### config.mk
export PLATFORM = sky130hd
export DESIGN_NAME = power_manager_status_irq_regs
export DESIGN_NICKNAME = d
export VERILOG_FILES = /design/src/inc/pm_regs_pkg.sv /design/src/hw/power_manager_status_irq_regs.sv
export SDC_FILE = /design/constraint.sdc
export NUM_CORES = 1
export LEC_CHECK = 0
export BUFFER_PORTS_ARGS = -buffer_cell sky130_fd_sc_hd__clkbuf_2
export CAP_MARGIN = 40
export CORE_UTILIZATION = 41
export CTS_CLUSTER_SIZE = 30
export DETAILED_ROUTE_END_ITERATION = 10
export HOLD_SLACK_MARGIN = 0.05
export PLACE_DENSITY = 0.65
export SLEW_MARGIN = 30
export SYNTH_ARGS = -nofsm -noshare
export SYNTH_HDL_FRONTEND = slang
export SYNTH_SLANG_ARGS = --single-unit
export TNS_END_PERCENT = 1
### constraint.sdc
create_clock -name ref_clk -period 4.1 [get_ports ref_clk]
set_clock_uncertainty 0.05 [all_clocks]
set_input_delay 0.82 -clock ref_clk [delete_from_list [all_inputs] [get_ports ref_clk]]
set_output_delay 0.82 -clock ref_clk [all_outputs]
set_load 0.02 [all_outputs]
### src/inc/pm_regs_pkg.sv
/*
 * constants of the power manager status, interrupt and reset-cause
 * register group: offsets, field positions, reset values and keys.
 * assumes a 10-bit byte address on the peripheral bus and 32-bit data.
 */
package pm_regs_pkg;

   // ---------------------------------------------------------------
   // bus shape
   // ---------------------------------------------------------------
   localparam int ADDR_W = 10;
   localparam int DATA_W = 32;

   // ---------------------------------------------------------------
   // register offsets (byte addresses)
   // ---------------------------------------------------------------
   localparam logic [9:0] OFF_PPCTRL = 10'h004;
   localparam logic [9:0] OFF_UNLOCK = 10'h058;
   localparam logic [9:0] OFF_IENW = 10'h0C0;
   localparam logic [9:0] OFF_IDISW = 10'h0C4;
   localparam logic [9:0] OFF_IMASK = 10'h0C8;
   localparam logic [9:0] OFF_IPEND = 10'h0CC;
   localparam logic [9:0] OFF_ICLR = 10'h0D0;
   localparam logic [9:0] OFF_STATUS = 10'h0D4;
   localparam logic [9:0] OFF_RSTSRC = 10'h180;

   // ---------------------------------------------------------------
   // unlock register fields
   // ---------------------------------------------------------------
   localparam logic [7:0] UNLOCK_KEY = 8'hAA;
   localparam int KEY_LSB = 24;

   // ---------------------------------------------------------------
   // status, mask and pending bit positions
   // ---------------------------------------------------------------
   localparam int BIT_CLKFAIL = 0;
   localparam int BIT_SETTLED = 5;
   localparam int BIT_ACCERR = 31;
   localparam int NUM_EVENTS = 3;

   // ---------------------------------------------------------------
   // peripheral power control fields
   // ---------------------------------------------------------------
   localparam int PPC_W = 9;
   localparam int PPC_PULLUP_OFF = 0;
   localparam int PPC_FORCE_RC = 1;
   localparam int PPC_TEST_MODE = 2;
   localparam int PPC_GATE_LSB = 3;
   localparam int NUM_GATES = 6;
   localparam logic [8:0] PPC_RESET = 9'h1FA;
   localparam logic [31:0] STATUS_RESET = 32'h0000_0020;

   // ---------------------------------------------------------------
   // reset source bit positions
   // ---------------------------------------------------------------
   localparam int RS_POWER_ON = 0;
   localparam int RS_BROWNOUT = 1;
   localparam int RS_EXT_PIN = 2;
   localparam int RS_WATCHDOG = 3;
   localparam int RS_SHUTDOWN = 6;
   localparam int RS_DEBUG_REQ = 8;
   localparam int RS_JTAG = 9;
   localparam int RS_SINGLE_PIN = 12;

   // ---------------------------------------------------------------
   // input synchroniser depth
   // ---------------------------------------------------------------
   localparam int SYNC_STAGES = 3;
   localparam int NUM_ASYNC = 11;

endpackage : pm_regs_pkg

### src/hw/power_manager_status_irq_regs.sv
/*
 * status, interrupt mask/pending and reset-cause registers of the
 * power manager, with the peripheral power control register and the
 * unlock protection that guards it.
 * assumes a simple peripheral bus on ref_clk, a clock generator on the
 * same clock, and detector/reset-source levels from other domains.
 */
`timescale 1ns/100ps

module power_manager_status_irq_regs (
   input wire logic ref_clk,
   input wire logic reset,
   input wire logic busSel,
   input wire logic busWrite,
   input wire logic [pm_regs_pkg::ADDR_W-1:0] busAddr,
   input wire logic [pm_regs_pkg::DATA_W-1:0] busWdata,
   output logic [pm_regs_pkg::DATA_W-1:0] busRdata,
   output logic busReady,
   input wire logic clockSelectWritten,
   input wire logic clocksAtNewRate,
   input wire logic mainClockFailDetect,
   input wire logic corePowerOnDetector,
   input wire logic regulatorPowerOnDetector,
   input wire logic regulatorInputMonitor,
   input wire logic brownoutDetect,
   input wire logic externalPinReset,
   input wire logic watchdogReset,
   input wire logic shutdownWakeReset,
   input wire logic debugRequestReset,
   input wire logic jtagReset,
   input wire logic singlePinDebugReset,
   output logic interruptRequest,
   output logic useInternalSystemRcOsc,
   output logic resetPinTestMode,
   output logic forceSlowRcOutput,
   output logic resetPinPullupOn,
   output logic touchRequestClockGate,
   output logic comparatorRequestClockGate,
   output logic adcRequestClockGate,
   output logic asyncTimerRequestClockGate,
   output logic twowireSlave0RequestClockGate,
   output logic twowireSlave1RequestClockGate
);
   import pm_regs_pkg::*;

   // ---------------------------------------------------------------
   // decode helpers
   // ---------------------------------------------------------------

   // true when a bus write in this cycle targets the given offset
   function automatic logic writeTo(input logic sel, input logic wr,
         input logic [ADDR_W-1:0] addr, input logic [ADDR_W-1:0] off);
      writeTo = sel && wr && (addr == off);
   endfunction

   // ---------------------------------------------------------------
   // declarations
   // ---------------------------------------------------------------
   logic [NUM_ASYNC-1:0] asyncIn;
   logic [NUM_ASYNC-1:0] syncS1_q;
   logic [NUM_ASYNC-1:0] syncS2_q;
   logic [NUM_ASYNC-1:0] syncS3_q;
   logic [NUM_ASYNC-1:0] stable_q;
   logic wrPpc;
   logic wrUnlock;
   logic wrIenw;
   logic wrIdisw;
   logic wrIclr;
   logic unlockArmed_q;
   logic [ADDR_W-1:0] unlockAddr_q;
   logic protectedOk;
   logic accessError;
   logic [PPC_W-1:0] ppc_q;
   logic accErr_q;
   logic settled_q;
   logic clkFail_q;
   logic [DATA_W-1:0] status;
   logic [DATA_W-1:0] statusPrev_q;
   logic [DATA_W-1:0] mask_q;
   logic [DATA_W-1:0] pend_q;
   logic [DATA_W-1:0] rstSrc_q;
   logic [2:0] captureCnt_q;
   logic captured_q;
   logic [DATA_W-1:0] rstOneHot;
   logic [DATA_W-1:0] readMux;

   // ---------------------------------------------------------------
   // input synchronisers
   // ---------------------------------------------------------------

   // gather the levels that come from other domains
   assign asyncIn = {singlePinDebugReset, jtagReset, debugRequestReset,
      shutdownWakeReset, watchdogReset, externalPinReset, brownoutDetect,
      regulatorInputMonitor, regulatorPowerOnDetector,
      corePowerOnDetector, mainClockFailDetect};

   // three stages; a change counts once stages two and three agree
   always_ff @(posedge ref_clk or posedge reset) begin
      if (reset) begin
         syncS1_q <= '0;
         syncS2_q <= '0;
         syncS3_q <= '0;
      end else begin
         syncS1_q <= asyncIn;
         syncS2_q <= syncS1_q;
         syncS3_q <= syncS2_q;
      end
   end

   // filtered level per input, updated only on agreement
   generate
      for (genvar i = 0; i < NUM_ASYNC; i++) begin : g_filter
         always_ff @(posedge ref_clk or posedge reset) begin
            if (reset) begin
               stable_q[i] <= 1'b0;
            end else if (syncS2_q[i] == syncS3_q[i]) begin
               stable_q[i] <= syncS3_q[i];
            end
         end
      end
   endgenerate

   // ---------------------------------------------------------------
   // bus decode and unlock protection
   // ---------------------------------------------------------------
   assign wrPpc = writeTo(busSel, busWrite, busAddr, OFF_PPCTRL);
   assign wrUnlock = writeTo(busSel, busWrite, busAddr, OFF_UNLOCK);
   assign wrIenw = writeTo(busSel, busWrite, busAddr, OFF_IENW);
   assign wrIdisw = writeTo(busSel, busWrite, busAddr, OFF_IDISW);
   assign wrIclr = writeTo(busSel, busWrite, busAddr, OFF_ICLR);

   // a protected write passes only right after a matching unlock
   assign protectedOk = unlockArmed_q && (unlockAddr_q == busAddr);
   assign accessError = wrPpc && !protectedOk;

   // the unlock holds for exactly the next bus access, read or write
   always_ff @(posedge ref_clk or posedge reset) begin
      if (reset) begin
         unlockArmed_q <= 1'b0;
         unlockAddr_q <= '0;
      end else if (busSel) begin
         unlockArmed_q <= wrUnlock &&
            (busWdata[KEY_LSB +: 8] == UNLOCK_KEY);
         if (wrUnlock) begin
            unlockAddr_q <= busWdata[ADDR_W-1:0];
         end
      end
   end

   // ---------------------------------------------------------------
   // peripheral power control
   // ---------------------------------------------------------------

   // stored only when the unlock sequence was kept
   always_ff @(posedge ref_clk or posedge reset) begin
      if (reset) begin
         ppc_q <= PPC_RESET;
      end else if (wrPpc && protectedOk) begin
         ppc_q <= busWdata[PPC_W-1:0];
      end
   end

   // control outputs straight from the register bits, the pull-up output inverted
   assign resetPinTestMode = ppc_q[PPC_TEST_MODE];
   assign forceSlowRcOutput = ppc_q[PPC_FORCE_RC];
   assign resetPinPullupOn = !ppc_q[PPC_PULLUP_OFF];
   assign touchRequestClockGate = ppc_q[PPC_GATE_LSB];
   assign comparatorRequestClockGate = ppc_q[PPC_GATE_LSB+1];
   assign adcRequestClockGate = ppc_q[PPC_GATE_LSB+2];
   assign asyncTimerRequestClockGate = ppc_q[PPC_GATE_LSB+3];
   assign twowireSlave0RequestClockGate = ppc_q[PPC_GATE_LSB+4];
   assign twowireSlave1RequestClockGate = ppc_q[PPC_GATE_LSB+5];

   // ---------------------------------------------------------------
   // status flags
   // ---------------------------------------------------------------

   // access error is sticky; a new error wins over its clear
   always_ff @(posedge ref_clk or posedge reset) begin
      if (reset) begin
         accErr_q <= 1'b0;
      end else if (accessError) begin
         accErr_q <= 1'b1;
      end else if (wrIclr && busWdata[BIT_ACCERR]) begin
         accErr_q <= 1'b0;
      end
   end

   // settled drops on a clock select write, a new write beats done
   always_ff @(posedge ref_clk or posedge reset) begin
      if (reset) begin
         settled_q <= STATUS_RESET[BIT_SETTLED];
      end else if (clockSelectWritten) begin
         settled_q <= 1'b0;
      end else if (clocksAtNewRate) begin
         settled_q <= 1'b1;
      end
   end

   // failure latches until reset; the main clock stays on the rc
   always_ff @(posedge ref_clk or posedge reset) begin
      if (reset) begin
         clkFail_q <= 1'b0;
      end else if (stable_q[0]) begin
         clkFail_q <= 1'b1;
      end
   end

   assign useInternalSystemRcOsc = clkFail_q;

   // assembled status word, reserved bits zero
   always_comb begin
      status = '0;
      status[BIT_ACCERR] = accErr_q;
      status[BIT_SETTLED] = settled_q;
      status[BIT_CLKFAIL] = clkFail_q;
   end

   // ---------------------------------------------------------------
   // interrupt mask and pending
   // ---------------------------------------------------------------

   // previous status for edge detection
   always_ff @(posedge ref_clk or posedge reset) begin
      if (reset) begin
         statusPrev_q <= STATUS_RESET;
      end else begin
         statusPrev_q <= status;
      end
   end

   // one mask and one pending bit per event position
   generate
      for (genvar e = 0; e < NUM_EVENTS; e++) begin : g_event
         localparam int P = (e == 0) ? BIT_CLKFAIL :
            (e == 1) ? BIT_SETTLED : BIT_ACCERR;

         // enable sets, disable clears
         always_ff @(posedge ref_clk or posedge reset) begin
            if (reset) begin
               mask_q[P] <= 1'b0;
            end else if (wrIenw && busWdata[P]) begin
               mask_q[P] <= 1'b1;
            end else if (wrIdisw && busWdata[P]) begin
               mask_q[P] <= 1'b0;
            end
         end

         // rising flag sets and wins over a clear in the same cycle
         always_ff @(posedge ref_clk or posedge reset) begin
            if (reset) begin
               pend_q[P] <= 1'b0;
            end else if (status[P] && !statusPrev_q[P]) begin
               pend_q[P] <= 1'b1;
            end else if (wrIclr && busWdata[P]) begin
               pend_q[P] <= 1'b0;
            end
         end
      end
   endgenerate

   // unused positions hold zero
   generate
      for (genvar b = 0; b < DATA_W; b++) begin : g_unused
         if (b != BIT_CLKFAIL && b != BIT_SETTLED && b != BIT_ACCERR)
         begin : g_zero
            assign mask_q[b] = 1'b0;
            assign pend_q[b] = 1'b0;
         end
      end
   endgenerate

   // request while any pending bit is enabled
   assign interruptRequest = |(pend_q & mask_q);

   // ---------------------------------------------------------------
   // reset source capture
   // ---------------------------------------------------------------

   // one-hot of the latest source, power-on highest priority
   always_comb begin
      rstOneHot = '0;
      if (stable_q[1] || stable_q[2] || stable_q[3]) begin
         rstOneHot[RS_POWER_ON] = 1'b1;
      end else if (stable_q[4]) begin
         rstOneHot[RS_BROWNOUT] = 1'b1;
      end else if (stable_q[5]) begin
         rstOneHot[RS_EXT_PIN] = 1'b1;
      end else if (stable_q[6]) begin
         rstOneHot[RS_WATCHDOG] = 1'b1;
      end else if (stable_q[7]) begin
         rstOneHot[RS_SHUTDOWN] = 1'b1;
      end else if (stable_q[8]) begin
         rstOneHot[RS_DEBUG_REQ] = 1'b1;
      end else if (stable_q[9]) begin
         rstOneHot[RS_JTAG] = 1'b1;
      end else if (stable_q[10]) begin
         rstOneHot[RS_SINGLE_PIN] = 1'b1;
      end
   end

   // wait for the synchronisers to settle, then load once
   always_ff @(posedge ref_clk or posedge reset) begin
      if (reset) begin
         captureCnt_q <= '0;
         captured_q <= 1'b0;
         rstSrc_q <= '0;
      end else if (!captured_q) begin
         if (captureCnt_q == 3'(SYNC_STAGES + 1)) begin
            captured_q <= 1'b1;
            rstSrc_q <= rstOneHot;
         end else begin
            captureCnt_q <= captureCnt_q + 3'd1;
         end
      end
   end

   // ---------------------------------------------------------------
   // read data
   // ---------------------------------------------------------------

   // unmapped and write-only offsets read zero
   always_comb begin
      unique case (busAddr)
         OFF_PPCTRL: readMux = {{(DATA_W-PPC_W){1'b0}}, ppc_q};
         OFF_IMASK: readMux = mask_q;
         OFF_IPEND: readMux = pend_q;
         OFF_STATUS: readMux = status;
         OFF_RSTSRC: readMux = rstSrc_q;
         default: readMux = '0;
      endcase
   end

   // answer one cycle after every selected access
   always_ff @(posedge ref_clk or posedge reset) begin
      if (reset) begin
         busRdata <= '0;
         busReady <= 1'b0;
      end else begin
         busReady <= busSel;
         if (busSel && !busWrite) begin
            busRdata <= readMux;
         end
      end
   end

endmodule // power_manager_status_irq_regs

==> metrics.cfg, run 1 <==
[hold_path]
hold_class=flop to flop

[global_route]
grt_max_degree=42
grt_antenna_before_repair=0
grt_overflow=0
grt_pass1_wl_um=13100
first_global_vias=2569
track_usage_pct=16.82

[sta]
tns_ns=0
worstMarginPinSlew_ns=0.7797
slew_violations=0
finalHoldViolations=0
fin_crit_sh_pct=62.24
min_period_ns=2.552
max_freq_ghz=0.3919
relSlewSlack_pct=46.68
rsz0062_at_grt=false
finalSetupViolCount=0

[floorplanning]
core_area_um2=9774
die_x_um=102.4
ioPinCount=103
die_area_um2=10490
row_count=36
die_y_um=102.4
start_util_pct=42.29

[drt]
drc=0
drt-total-wl_um=7969
wl_per_cell_um=14.95
ant_nets=0
vias=2586
detail_route.first_pass.iterations=4
dr.first_iter.drc_count=104
vias_per_cell=4.852

[critical_path]
slowest_delay_ns=0.56
cp_data_arrival_time_ns=2.79
slowest_stage=or4_4
setup.worst_path.class=primary input to flop
cp-end-kind=flop
cp_top_family=simple AND/OR/NAND/NOR gates
critPathBufInv=2
startpoint_type=primary input
critical_path_required_ns=4.34
crit_path_max_fanout=6
path_cells=clkbuf_2 -> or4_4 -> nor4_2 -> nor4b_4 -> buf_4 -> mux2_4

[clocking]
path_clk_slew_ns=0.10
cts-buffers-inserted=9
cts.repair.resized=0
cts_tree=built
cts-htree-levels=3
cts_buffer_depth=2
insertion_delay_ns=0.36
clock-sinks=101
cts_root_buf=clkbuf_8
post-cts-setup-buffer-count=0
hold_buffers=0

[placement]
place.gp.congestion=0.8095
dp_hpwl_um=5849
portBuffers=68
placed_cells=517

[yosys]
syn_avg_cell_area_um2=12.92
syn-instance-count=320
synth_area_um2=4134
synth_edf_count=0
synth-async-reset-ratio_pct=100.0
synthFlopType=dfrtp_1
ys_seq_elements=101
synth.yosys.seq_area_share_pct=61.41
ys_warn_count=0
synth_cell_types=55

[final_layout]
drive_gt1_share_pct=32.75
fin_cells=533
syn2layout_area_growth_pct=15.50
num_antenna_cells=0
final_nets=457

[flow_run]
cap_viol_max_count=0

[power_and_ir_drop]
vdd_ir_drop_max_mv=0.2041
powerDensity_nw_per_um2=378.3
p_leak_nw=2.206

[run_status]
status=finished, final reports clean

cell usage after synthesis (3+ instances only):
master	instances	area, µm²
dfrtp_1	92	2302
dfstp_2	9	236.5
or3_1	4	25.02
nand2_1	19	71.32
nor4_2	3	37.54
a22oi_1	5	37.54
clkbuf_1	7	26.28
xnor2_1	12	105.1
o41ai_1	4	35.03
mux2_2	13	146.4
nor3_1	5	25.02
maj3_1	11	110.1
buf_4	20	150.1
nand3_1	8	40.04
or2_2	4	25.02
nor2_1	8	30.03
o21ai_0	11	55.05
nor4_1	3	18.77
nand2b_1	3	18.77
nor2b_1	3	18.77
inv_1	17	63.81
nand3b_1	3	22.52
a22o_1	4	35.03
mux2_4	8	120.1
placed cells by master, fill, tap and decap left out, types with 8 or more instances in the layout:
master	count
dfrtp_1	92
dfstp_2	9
mux2_2	13
clkbuf_2	69
xnor2_1	12
o21ai_0	11
nand3_1	8
clkbuf_8	9
nor2_1	8
conb_1	20
nand2_1	19
maj3_1	11
inv_1	16
mux2_4	8
sequential cells by signal, summed over array words and instances (netlist names), 8 cells and up:
name / flops
busRdata: 12
stable_q: 11
syncS1_q: 11
syncS2_q: 11
syncS3_q: 11
unlockAddr_q: 10
ppc_q: 9
rstSrc_q: 8
worst paths after layout:
| path | from | slack, ns | cells past startpoint | endpoint |
|---|---|---|---|---|
| worst max-delay path | busAddr[0] | 1.55 | 6 | ppc_q[6] |
| worst min-delay path | syncS1_q[7] | 0.31 | 0 | syncS2_q[7] |
| worst max register to register | captureCnt_q[0] | 1.88 | 6 | rstSrc_q[12] |
| worst min register to register | syncS1_q[7] | 0.31 | 0 | syncS2_q[7] |
| max in group asynchronous | reset | 2.68 | 3 | ppc_q[6] |
| min in group asynchronous | reset | 0.41 | 2 | syncS1_q[1] |
metal layers:
| layer | part of all wire [%] | wire length, µm | global-route usage, % | up-vias |
|---|---|---|---|---|
| met2 | 47 | 3750 | 26.54 | 74 |
| met4 | 1.4 | 111 | 5.055 | 0 |
| li1 | - | - | - | 1244 |
| met3 | 5.2 | 412 | 4.856 | 11 |
| met5 | 0 | 0 | 0 | - |
| met1 | 46 | 3695 | 22.61 | 1257 |
cell type report:
type	count	area, µm²
Fill cell	896	5000
Sequential cell	101	2539
Multi-Input combinational cell	193	1428
Timing Repair Buffer	74	382.9
Tap cell	133	166.4
Clock buffer	9	123.9
Clock inverter	6	68.82
Inverter	17	66.31
cells by family after synthesis:
group	after synthesis	synth area share, %
flip-flops	101	61.41
AND/OR/NAND/NOR	84	12.50
buffers and inverters	45	5.932
AO/OA/AOI/OAI	41	7.294
multiplexers	23	6.961
adder cells (fa/ha/maj)	13	3.269
XOR/XNOR	12	2.542
other	1	0.09071
power by group:
group | internal, W | switching [W] | leakage [nW]
registers | 0.00103 | 0.0000192 | 1.22
logic | 0.0000424 | 0.0000829 | 0.880
clock network | 0.000286 | 0.000344 | 0.102
through the flow:
step / util, % / power (W) / setup slack [ns] / instance area [µm²] / hold slack (ns)
floorplan: - / 0.001159 / 0.5978 / 4205 / 0.2812
global placement: 46.83 / 0.001195 / 1.176 / 4577 / 0.2819
detailed placement: 46.83 / 0.001199 / 1.161 / 4577 / 0.2847
CTS: 48.80 / 0.001836 / 1.539 / 4770 / 0.3086
global route: 48.85 / 0.001889 / 1.454 / 4775 / 0.3141
finish: 48.85 / 0.001806 / 1.548 / 4775 / 0.3064
Power figures use the tool's default switching activity.
==> run 2, diff against run 1 <==
PLACE_DENSITY = 0.68   (was 0.65)
clock period = 2.2 ns   (was 4.1 ns; I/O delays follow)
==> metrics.cfg, run 2 (same netlist as run 1, synthesis figures left out) <==
[run_status]
status=finished, final reports clean  ; unchanged

[sta]
slew_violations=0  ; unchanged
finalHoldViolations=0  ; unchanged
finalSetupViolCount=0  ; unchanged
fin_crit_sh_pct=90.80
min_period_ns=1.998
max_freq_ghz=0.5006
tns_ns=0  ; unchanged
relSlewSlack_pct=60.16  ; was 46.68%
hold-worst-slack_ns=0.1196  ; was 0.3064 ns
finalWorstSetupSlack_ns=0.2024  ; was 1.548 ns
rsz0062_at_grt=false  ; unchanged
worstMarginPinSlew_ns=0.5826  ; was 0.7797 ns

[placement]
place.gp.congestion=0.8699  ; was 0.8095
dp_hpwl_um=6289  ; was 5849 µm
portBuffers=68  ; unchanged
pre_cts_ws_ns=-0.1343  ; was 1.161 ns
placed_cells=547  ; was 517
placed_area_um2=4828  ; was 4577 µm²

[final_layout]
layout_commonest_cell=dfrtp_1  ; unchanged
design_area_um2=5032  ; was 4775 µm²
largest_register_ffs=12  ; unchanged
top_register=busRdata  ; unchanged
fin_cells=564  ; was 533
final_cell_mix=92 x dfrtp_1, 68 x clkbuf_2, 33 x buf_4, 20 x conb_1, 19 x nand2_1  ; was 92 x dfrtp_1, 69 x clkbuf_2, 20 x conb_1, 19 x nand2_1, 16 x inv_1
drive_gt1_share_pct=37.35  ; was 32.75%
final_nets=487  ; was 457
syn2layout_area_growth_pct=21.73  ; was 15.50%
num_antenna_cells=0  ; unchanged

[critical_path]
setup.worst_path.class=primary input to flop  ; unchanged
cp_top_family=compound AO/OA/AOI/OAI gates  ; was simple AND/OR/NAND/NOR gates
cp_data_arrival_time_ns=2.21  ; was 2.79 ns
path_cells=clkbuf_2 -> or4bb_1 -> a2111oi_0 -> buf_4 -> o22ai_1 -> a221oi_1  ; was clkbuf_2 -> or4_4 -> nor4_2 -> nor4b_4 -> buf_4 -> mux2_4
cp-startpoint=busAddr[6]  ; was busAddr[0]
slowest_delay_ns=0.57  ; was 0.56 ns
slowest_stage=a2111oi_0  ; was or4_4
critPathBufInv=2  ; unchanged
startpoint_type=primary input  ; unchanged
reg2reg_from=stable_q[3]  ; was captureCnt_q[0]
cp-end-kind=flop  ; unchanged
critical_path_required_ns=2.42  ; was 4.34 ns
crit_path_max_fanout=4  ; was 6

[clocking]
cts_tree=built  ; unchanged
clock-sinks=101  ; unchanged
cts-htree-levels=3  ; unchanged
cts-buffers-inserted=9  ; unchanged
hold_buffers=1  ; was 0
path_clk_slew_ns=0.10  ; about the same
cts.repair.resized=0  ; unchanged
insertion_delay_ns=0.37  ; was 0.36 ns
post-cts-setup-buffer-count=0  ; unchanged
cts_buffer_depth=2  ; unchanged
cts_root_buf=clkbuf_8  ; unchanged

[power_and_ir_drop]
p_leak_nw=2.348  ; was 2.206 nW
powerDensity_nw_per_um2=665.2  ; was 378.3 nW/µm²
vdd_ir_drop_max_mv=0.4494  ; was 0.2041 mV

[drt]
dr.first_iter.drc_count=131  ; was 104
detail_route.first_pass.iterations=5  ; was 4
wl_per_cell_um=14.77  ; was 14.95 µm
ant_nets=0  ; unchanged
drc=0  ; unchanged
drt-total-wl_um=8331  ; was 7969 µm
vias=2745  ; was 2,586
vias_per_cell=4.867  ; was 4.852

[hold_path]
hold_class=primary input to flop  ; was flop to flop
worstHoldStart=singlePinDebugReset  ; was syncS1_q[7]

[floorplanning]
start_util_pct=42.29  ; unchanged
die_y_um=102.4  ; unchanged
die_x_um=102.4  ; unchanged
row_count=36  ; unchanged
core_area_um2=9774  ; unchanged
die_area_um2=10490  ; unchanged
ioPinCount=103  ; unchanged

[global_route]
first_global_vias=2622  ; was 2,569
grt_max_degree=49  ; was 42
track_usage_pct=17.53  ; was 16.82%
grt_antenna_before_repair=0  ; unchanged
grt_pass1_wl_um=13550  ; was 13,100 µm
grt_overflow=0  ; unchanged

[flow_run]
cap_viol_max_count=0  ; unchanged

[run 2: area by class of cell]
type,instances,area [µm²]
well taps,133,166.4
multi-input cells,193,1428
repair buffers,104,638.1
clock inverters,7,70.07
flip-flops and latches,101,2539
fillers,890,4742
inverters,17,67.56
clock buffers,9,123.9
[run 2: metrics by stage]
| step | power, W | util (%) |
|---|---|---|
| after floorplan | 0.002160 | - |
| after global routing | 0.003504 | 51.48 |
| after CTS | 0.003405 | 51.48 |
| after global placement | 0.002262 | 49.40 |
| final | 0.003348 | 51.48 |
| after detailed placement | 0.002271 | 49.40 |
[run 2: routing by layer]
metal / GRT usage, % / wire length (µm)
met1: 23.62 / 3785
met2: 27.05 / 3999
met3: 5.335 / 428
met4: 5.824 / 117
met5: 0 / 0
[run 2: final timing paths]
kind	end	slack, ns	cells past startpoint
setup / recovery	busRdata[5]	0.20	6
hold / removal	syncS1_q[10]	0.12	1
setup reg to reg	rstSrc_q[12]	0.32	4
hold reg to reg	syncS2_q[2]	0.31	0
max in group asynchronous	ppc_q[1]	0.87	4
min in group asynchronous	syncS1_q[3]	0.59	3
[run 2: where the power goes]
part,internal [W],switching (W),leakage [nW],total [W]
clock,0.000438,0.000678,0.0947,0.00112
combinational,0.000108,0.000163,1.03,0.000271
sequential,0.00192,0.0000362,1.22,0.00196
